--- config.mk ---
export PLATFORM = sky130hd
export DESIGN_NAME = abs_scheduler
export DESIGN_NICKNAME = d
export VERILOG_FILES = /design/src/abs_pkg.sv /design/src/abs_fifo_if.sv /design/src/abs_fifo.sv /design/src/abs_scheduler.sv
export SDC_FILE = /design/constraint.sdc
export NUM_CORES = 1
export LEC_CHECK = 0
export ABC_AREA = 1
export BUFFER_PORTS_ARGS = -buffer_cell sky130_fd_sc_hd__buf_2
export CORE_UTILIZATION = 55
export DETAILED_ROUTE_END_ITERATION = 16
export PLACE_DENSITY = 0.77
export RECOVER_POWER = 25
export SYNTH_ARGS = -nofsm -noshare
export SYNTH_HDL_FRONTEND = slang
export SYNTH_SLANG_ARGS = --single-unit
--- constraint.sdc ---
create_clock -name clk -period 4.1 [get_ports clk]
set_input_delay 0.205 -clock clk [delete_from_list [all_inputs] [get_ports clk]]
set_output_delay 0.205 -clock clk [all_outputs]
set_load 0.01 [all_outputs]
--- src/abs_pkg.sv ---
// Purpose: shared constants and types for the locator burst scheduler
// Assumes: one frame of slots per UTC minute, slot timebase supplied from outside
// Notes: message descriptors are what the block emits, not encoded bit streams
package abs_pkg;
    localparam int SLOT_W = 12;
    localparam int SUB_W = 14;
    localparam logic [SLOT_W-1:0] SLOTS_PER_FRAME = 12'h8CA;
    localparam logic [SLOT_W-1:0] MSG_SPACING = 12'h04B;
    localparam logic [SLOT_W-1:0] INCR_MIN = 12'h7E9;
    localparam logic [SLOT_W-1:0] INCR_MAX = 12'h9AB;
    localparam logic [8:0] INCR_SPAN = 9'h1C3;
    localparam logic [2:0] MSGS_LAST = 3'h7;
    localparam logic [2:0] BURST_LAST = 3'h7;
    localparam logic [2:0] TIMEOUT_MAX = 3'h7;
    localparam logic [2:0] TEXT_BURST_A = 3'h0;
    localparam logic [2:0] TEXT_BURST_B = 3'h4;
    localparam logic [2:0] TEXT_MSG_A = 3'h4;
    localparam logic [2:0] TEXT_MSG_B = 3'h5;
    localparam logic [5:0] MSG_ID_POS = 6'h01;
    localparam logic [5:0] MSG_ID_TEXT = 6'h0E;
    localparam logic [3:0] NAV_ACTIVE = 4'hE;
    localparam logic RESET_CHAN = 1'b0;
    localparam int FIFO_DEPTH = 16;

    typedef enum logic [3:0] {
        ST_IDLE = 4'h1,
        ST_SYNC = 4'h2,
        ST_WAIT = 4'h4,
        ST_PUSH = 4'h8
    } abs_state_t;

    typedef struct packed {
        logic chan;
        logic [5:0] msg_id;
        logic [3:0] nav;
        logic [2:0] timeout;
        logic [SUB_W-1:0] submsg;
        logic [SLOT_W-1:0] slot;
    } abs_msg_t;

    localparam int MSG_W = $bits(abs_msg_t);
endpackage

--- src/abs_fifo_if.sv ---
// Purpose: carrier between scheduler core and its message queue
// Assumes: single clock
// Notes: valid/ready on both sides
interface abs_fifo_if #(parameter int W = 8);
    logic wr_valid;
    logic wr_ready;
    logic [W-1:0] wr_data;
    logic rd_valid;
    logic rd_ready;
    logic [W-1:0] rd_data;
    modport queue (input wr_valid, input wr_data, input rd_ready,
                   output wr_ready, output rd_valid, output rd_data);
    modport user (output wr_valid, output wr_data, output rd_ready,
                  input wr_ready, input rd_valid, input rd_data);
endinterface

--- src/abs_fifo.sv ---
// Purpose: flop-based message queue with honest full and empty
// Assumes: single clock, async active-low reset
// Notes: simultaneous push and pop allowed when neither full nor empty blocks
module abs_fifo #(
    parameter int W = 8,
    parameter int DEPTH = 16
) (
    // clock and reset
    input wire logic clk,
    input wire logic rst_n,
    // both sides
    abs_fifo_if.queue q
);
    localparam int AW = $clog2(DEPTH);
    logic [W-1:0] mem_r [DEPTH];
    logic [AW-1:0] wr_ptr_r;
    logic [AW-1:0] rd_ptr_r;
    logic [AW:0] count_r;
    logic push;
    logic pop;

    assign q.wr_ready = (count_r != (AW+1)'(DEPTH));
    assign q.rd_valid = (count_r != '0);
    assign q.rd_data = mem_r[rd_ptr_r];
    assign push = q.wr_valid && q.wr_ready;
    assign pop = q.rd_valid && q.rd_ready;

    always_ff @(posedge clk) begin
        if (push) begin
            mem_r[wr_ptr_r] <= q.wr_data;
        end
    end

    always_ff @(posedge clk or negedge rst_n) begin
        if (!rst_n) begin
            wr_ptr_r <= '0;
            rd_ptr_r <= '0;
            count_r <= '0;
        end else begin
            if (push) begin
                wr_ptr_r <= (wr_ptr_r == AW'(DEPTH-1)) ? '0 : wr_ptr_r + 1'b1;
            end
            if (pop) begin
                rd_ptr_r <= (rd_ptr_r == AW'(DEPTH-1)) ? '0 : rd_ptr_r + 1'b1;
            end
            if (push && !pop) begin
                count_r <= count_r + 1'b1;
            end else if (pop && !push) begin
                count_r <= count_r - 1'b1;
            end
        end
    end
endmodule

--- src/abs_scheduler.sv ---
// Purpose: schedules active-mode locator bursts and composes each message descriptor
// Assumes: slot_tick/slot_num/utc come from a same-clock UTC-locked timebase
// Notes: one frame of slots is one minute; queue back-pressure delays, never drops, a message

// Overview of operation
// while active, eight messages are sent per burst and one burst starts each frame.
// each position report's communication state pre-announces the slots used later on.
// every position report is message type 1 with navigational status 14.
// the safety text is sent every fourth burst on both channels, replacing two reports.
// consecutive messages always alternate between the two channels.
// first and fifth bursts carry time-out 7 and 3 with sub-message zero.
// in the first and fifth bursts the fifth and sixth messages are the safety text.
// second, fourth and sixth bursts carry time-out 6, 4, 2 with the slot number.
// the third burst carries time-out 5 with sub-message zero.
// the seventh burst carries time-out 1 with the UTC hour and minute.
// the eighth burst carries time-out 0 with a random increment of 2025 to 2475 slots; the code can pick up to 2476.
// after the eighth burst the cycle restarts, optionally beginning on the second channel.
// a wrapping three-bit burst index gives time-out seven minus index and the sub-message.
module abs_scheduler
    import abs_pkg::*;
(
    // clock and reset
    input wire logic clk,
    input wire logic rst_n,
    // control
    input wire logic activate_pin,
    input wire logic start_ais2,
    // timebase
    input wire logic slot_tick,
    input wire logic [abs_pkg::SLOT_W-1:0] slot_num,
    input wire logic [4:0] utc_hour,
    input wire logic [5:0] utc_min,
    input wire logic [8:0] rand_val,
    // message stream
    output logic msg_valid,
    input wire logic msg_ready,
    output logic msg_chan,
    output logic [5:0] msg_id,
    output logic [3:0] msg_nav,
    output logic [2:0] msg_timeout,
    output logic [abs_pkg::SUB_W-1:0] msg_submsg,
    output logic [abs_pkg::SLOT_W-1:0] msg_slot,
    // status
    output logic active,
    output logic [2:0] burst_index
);
    import abs_pkg::*;

    abs_fifo_if #(.W(MSG_W)) q ();

    logic act_s1_r;
    logic act_s2_r;
    logic act_d_r;
    abs_state_t state_r;
    logic [2:0] burst_r;
    logic [2:0] msg_r;
    logic chan_r;
    logic first_chan_r;
    logic [SLOT_W-1:0] base_r;
    logic [SLOT_W-1:0] next_slot_r;
    logic [SLOT_W-1:0] incr_r;
    abs_msg_t pend_r;
    logic [2:0] timeout;
    logic is_text;
    logic [SUB_W-1:0] submsg;
    logic [SLOT_W-1:0] step_slot;
    logic [SLOT_W-1:0] new_base;
    logic [SLOT_W-1:0] incr_pick;
    logic fire;
    logic act_rise;
    logic pushed;
    logic out_take;
    abs_msg_t head;

    function automatic logic [SLOT_W-1:0] wrap_add(input logic [SLOT_W-1:0] a,
                                                   input logic [SLOT_W-1:0] b);
        logic [SLOT_W:0] s;
        s = {1'b0, a} + {1'b0, b};
        if (s >= {1'b0, SLOTS_PER_FRAME}) begin
            s = s - {1'b0, SLOTS_PER_FRAME};
        end
        return s[SLOT_W-1:0];
    endfunction

    // activation pin synchroniser
    always_ff @(posedge clk or negedge rst_n) begin
        if (!rst_n) begin
            act_s1_r <= 1'b0;
            act_s2_r <= 1'b0;
            act_d_r <= 1'b0;
        end else begin
            act_s1_r <= activate_pin;
            act_s2_r <= act_s1_r;
            act_d_r <= act_s2_r;
        end
    end

    assign act_rise = act_s2_r && !act_d_r;
    assign fire = slot_tick && (slot_num == next_slot_r);
    assign pushed = (state_r == ST_PUSH) && q.wr_ready;

    // time-out from burst index
    assign timeout = TIMEOUT_MAX - burst_r;

    // text every fourth burst
    // fifth and sixth messages of first and fifth bursts
    assign is_text = ((burst_r == TEXT_BURST_A) || (burst_r == TEXT_BURST_B))
                     && ((msg_r == TEXT_MSG_A) || (msg_r == TEXT_MSG_B));

    // increment folded into 2025 to 2476, one above the allowed 2475
    assign incr_pick = (rand_val > INCR_SPAN)
                       ? INCR_MIN + SLOT_W'(rand_val - INCR_SPAN - 9'h001)
                       : INCR_MIN + SLOT_W'(rand_val);

    // sub-message kind chosen by time-out
    always_comb begin
        submsg = '0;
        unique case (timeout)
            // zero for 7 and 3
            // zero for 5
            3'h7, 3'h5, 3'h3: submsg = '0;
            // slot number for 6, 4, 2
            3'h6, 3'h4, 3'h2: submsg = SUB_W'(next_slot_r);
            // UTC hour and minute
            3'h1: submsg = {utc_hour, 1'b0, utc_min, 2'b00};
            // increment to next burst
            3'h0: submsg = SUB_W'(incr_r);
        endcase
    end

    // eight messages spaced evenly in the frame
    assign step_slot = wrap_add(next_slot_r, MSG_SPACING);
    assign new_base = (burst_r == BURST_LAST) ? wrap_add(base_r, incr_r) : base_r;

    // scheduler state
    always_ff @(posedge clk or negedge rst_n) begin
        if (!rst_n) begin
            state_r <= ST_IDLE;
        end else if (!act_s2_r) begin
            state_r <= ST_IDLE;
        end else begin
            unique case (state_r)
                ST_IDLE: state_r <= ST_SYNC;
                ST_SYNC: if (slot_tick) state_r <= ST_PUSH;
                ST_WAIT: if (fire) state_r <= ST_PUSH;
                ST_PUSH: if (q.wr_ready) state_r <= ST_WAIT;
                default: state_r <= ST_IDLE;
            endcase
        end
    end

    // slot plan and counters
    always_ff @(posedge clk or negedge rst_n) begin
        if (!rst_n) begin
            burst_r <= '0;
            msg_r <= '0;
            base_r <= '0;
            next_slot_r <= '0;
            incr_r <= INCR_MIN;
        end else if (act_rise) begin
            burst_r <= '0;
            msg_r <= '0;
        end else if (state_r == ST_SYNC && slot_tick) begin
            base_r <= slot_num;
            next_slot_r <= slot_num;
        end else if (pushed) begin
            if (msg_r == MSGS_LAST) begin
                // cycle restarts after eighth burst
                // index wraps naturally
                burst_r <= burst_r + 3'h1;
                msg_r <= '0;
                base_r <= new_base;
                // same slots reused until time-out ends
                next_slot_r <= new_base;
                if (burst_r == BURST_LAST - 3'h1) begin
                    incr_r <= incr_pick;
                end
            end else begin
                msg_r <= msg_r + 3'h1;
                next_slot_r <= step_slot;
            end
        end
    end

    // channel alternation
    always_ff @(posedge clk or negedge rst_n) begin
        if (!rst_n) begin
            chan_r <= RESET_CHAN;
            first_chan_r <= RESET_CHAN;
        end else if (act_rise) begin
            // start channel caught at activation
            first_chan_r <= start_ais2;
            chan_r <= start_ais2;
        end else if (pushed) begin
            // flip every message
            chan_r <= ~chan_r;
        end
    end

    // descriptor composed at the firing slot
    always_ff @(posedge clk or negedge rst_n) begin
        if (!rst_n) begin
            pend_r <= '0;
        end else if ((state_r == ST_WAIT && fire) || (state_r == ST_SYNC && slot_tick)) begin
            pend_r.chan <= chan_r;
            pend_r.slot <= (state_r == ST_SYNC) ? slot_num : next_slot_r;
            if (is_text) begin
                pend_r.msg_id <= MSG_ID_TEXT;
                pend_r.nav <= '0;
                pend_r.timeout <= '0;
                pend_r.submsg <= '0;
            end else begin
                // report type and status
                pend_r.msg_id <= MSG_ID_POS;
                pend_r.nav <= NAV_ACTIVE;
                pend_r.timeout <= timeout;
                pend_r.submsg <= (state_r == ST_SYNC) ? SUB_W'(0) : submsg;
            end
        end
    end

    assign q.wr_valid = (state_r == ST_PUSH);
    assign q.wr_data = pend_r;

    abs_fifo #(.W(MSG_W), .DEPTH(FIFO_DEPTH)) u_fifo (
        .clk(clk),
        .rst_n(rst_n),
        .q(q)
    );

    // registered output stage
    assign out_take = !msg_valid || msg_ready;
    assign q.rd_ready = out_take;
    assign head = q.rd_data;

    always_ff @(posedge clk or negedge rst_n) begin
        if (!rst_n) begin
            msg_valid <= 1'b0;
            msg_chan <= 1'b0;
            msg_id <= '0;
            msg_nav <= '0;
            msg_timeout <= '0;
            msg_submsg <= '0;
            msg_slot <= '0;
        end else if (out_take) begin
            msg_valid <= q.rd_valid;
            if (q.rd_valid) begin
                msg_chan <= head.chan;
                msg_id <= head.msg_id;
                msg_nav <= head.nav;
                msg_timeout <= head.timeout;
                msg_submsg <= head.submsg;
                msg_slot <= head.slot;
            end
        end
    end

    // status outputs
    always_ff @(posedge clk or negedge rst_n) begin
        if (!rst_n) begin
            active <= 1'b0;
            burst_index <= '0;
        end else begin
            active <= (state_r != ST_IDLE);
            burst_index <= burst_r;
        end
    end
endmodule

==> results.json <==
{
  "yosys_warnings": 0,
  "synth_edf_count": 512,
  "met1Wirelength_mm": 27.7,
  "grt_setup_unrepaired": "false",
  "drc_errors": 0,
  "diodes": 0,
  "routed.top_layer": "met4",
  "period_needed_ps": 3160,
  "p_per_area_nw_per_um2": 682,
  "wl_per_cell_microns": 21.5,
  "wirelength_mm": 72.5,
  "htree_num_levels": 3,
  "grt_max_degree": 258,
  "ctsHoldBuffers": 25,
  "drive_gt1_frac": 0.113,
  "place.port_buffers": 79,
  "post_cts_buffers": 0,
  "final_cell_mix": "512 x edfxtp_1, 428 x nor2_1, 366 x o21ai_0",
  "numCtsBuffers": 67,
  "grt-ovfl-total": 0,
  "arrival_ps": 3690,
  "worstMarginPinSlew_ps": 1140,
  "die_area_sq_um": 52000,
  "drt_first_pass_iters": 6,
  "end_kind": "flip-flop",
  "syn-instance-count": 2579,
  "antenna_found_initial": 0,
  "fin_crit_sh": 0.772,
  "start_util": 0.558,
  "dr.first_iter.drc_count": 2481,
  "instances_no_fill": 3373,
  "fmax_mhz": 316,
  "vias": 20200,
  "cts.sinks": 644,
  "crit_fanout": 37,
  "grt_pass1_wl_mm": 112,
  "synth-seq-cells": 644,
  "place_area_sq_um": 29200,
  "finalSetupViolations": 0,
  "clockRootBuffer": "clkbuf_16",
  "place_congestion": 0.958,
  "core_sq_um": 50300,
  "utilization": 0.628,
  "clk_latency_ps": 600,
  "grt_usage": 0.280,
  "maxSlewHeadroom": 0.241,
  "leakagePower_nw": 11.8,
  "synth.avg_cell_area_sq_um": 10.9,
  "cts_tree": "built",
  "ys_top_cells_by_area": "edfxtp_1 55%, dfrtp_1 11%, o21ai_0 6.5%",
  "worstPathRequired_ps": 4620,
  "startpoint_type": "flip-flop",
  "setup-tns-final_ps": 0,
  "wl_met2_mm": 35.1,
  "die_h_microns": 228,
  "fin_nets": 2726,
  "grt_pass1_vias": 19900,
  "crit_type": "flip-flop to flip-flop",
  "maxCapViolCount": 0,
  "irDropWorstVdd_v": 0.000574,
  "syn2layout_area_growth_pct": 12.4,
  "ys_seq_area_frac": 0.666,
  "chipWidth_microns": 228,
  "io_pins": 83,
  "min_path_type": "primary input to flip-flop",
  "std_cell_rows": 82,
  "fin_worst_skew_ps": 22.1,
  "dp_slack_ps": 1040,
  "layout_setup_ws_ps": 937,
  "yosys.area.top_type": "edfxtp_1",
  "cts_resized": 0,
  "status": "finished clean",
  "yosysUniqueCellTypes": 58,
  "postRouteAntennaNets": 0,
  "place_inst": 3228,
  "ys.flop_type": "edfxtp_1",
  "slew_violations": 0,
  "met3_wirelength_mm": 6.88,
  "synth_top_area_share": 0.548,
  "vias_per_cell": 6.00,
  "hold_viol": 0,
  "synth-async-reset-ratio": 0.205,
  "clkTransAtPathRegs_ps": 60,
  "stdcell_area_sq_um": 31600,
  "cts_max_path_buffers": 3,
  "dpl.hpwl_mm": 44.2,
  "synth_area_sq_um": 28100,
  "final_common_cell": "edfxtp_1"
}
## routing by layer
| metal | up-vias | global-route usage |
|---|---|---|
| li1 | 9261 | - |
| met1 | 9723 | 0.370 |
| met2 | 1089 | 0.456 |
| met3 | 170 | 0.0505 |
| met4 | 0 | 0.120 |
| met5 | - | 0 |
## power breakdown
part | total [mW] | switching [mW] | internal, mW | leakage, nW
Combinational | 6.63 | 4.55 | 2.07 | 4.50
Sequential | 9.02 | 1.00 | 8.02 | 6.22
Clock | 5.87 | 2.47 | 3.40 | 1.03
## stage by stage
| step | hold slack (ps) | total power, mW |
|---|---|---|
| 2_1_floorplan | -90.6 | 13.3 |
| 3_3_place_gp | 251 | 15.5 |
| 3_5_place_dp | 256 | 15.6 |
| 4_1_cts | 8.89 | 21.4 |
| 5_1_grt | 30.7 | 22.6 |
| 6_report | 25.0 | 21.5 |
## Yosys cell counts (all sizes together), types with 35 or more instances
cell      n
a21oi    42
buf      35
clkbuf  108
dfrtp   123
edfxtp  512
ha       36
inv     128
nand2   364
nand3   101
nor2    451
o21ai   381
o22ai   163
## flip-flops by register name, summed over array words and instances, names as in the netlist, 2 cells and up
signal           flops
incr_r              12
burst_r              3
msg_timeout          3
next_slot_r         12
u_fifo.wr_ptr_r      4
u_fifo.count_r       5
base_r              12
burst_index          3
msg_submsg          14
msg_r                3
state_r              4
pend_r              32
msg_id               2
u_fifo.mem_r       512
msg_slot            12
u_fifo.rd_ptr_r      4
## critical path, cell delays in order, from the launching register on
cell	delay [ps]
dfstp_1	650
nor4_4	80
buf_4	200
inv_2	280
nor2_1	100
inv_1	80
buf_4	360
nand2_1	150
nor3_1	330
inv_2	100
nor2_4	270
inv_2	140
nor2_1	170
inv_1	70
o22ai_2	90
## layout make-up
| type | count | area (sq um) |
|---|---|---|
| Clock buffer | 89 | 1860 |
| Clock inverter | 31 | 244 |
| Fill cell | 3820 | 18700 |
| Inverter | 129 | 489 |
| Multi-Input combinational cell | 1665 | 8430 |
| Sequential cell | 644 | 18700 |
| Tap cell | 672 | 841 |
| Timing Repair Buffer | 143 | 995 |
## cells by family after synthesis
| family | share of synthesized area |
|---|---|
| AO/OA/AOI/OAI | 0.126 |
| other | 0.000134 |
| multiplexers | 0.000401 |
| adder cells (fa/ha/maj) | 0.0175 |
| AND/OR/NAND/NOR | 0.142 |
| XOR/XNOR | 0.00940 |
| buffers and inverters | 0.0387 |
| flip-flops | 0.666 |
## final timing paths
kind,to,cells after the start,slack (ps),from
worst max-delay path,incr_r[11],14,940,state_r[0]
worst min-delay path,incr_r[9],5,30,rand_val[7]
worst max register to register,incr_r[11],14,940,state_r[0]
worst min register to register,act_s2_r,0,380,act_s1_r
max in group asynchronous,msg_submsg[3],3,2850,rst_n
min in group asynchronous,msg_valid,2,180,rst_n
Power figures use the tool's default switching activity.
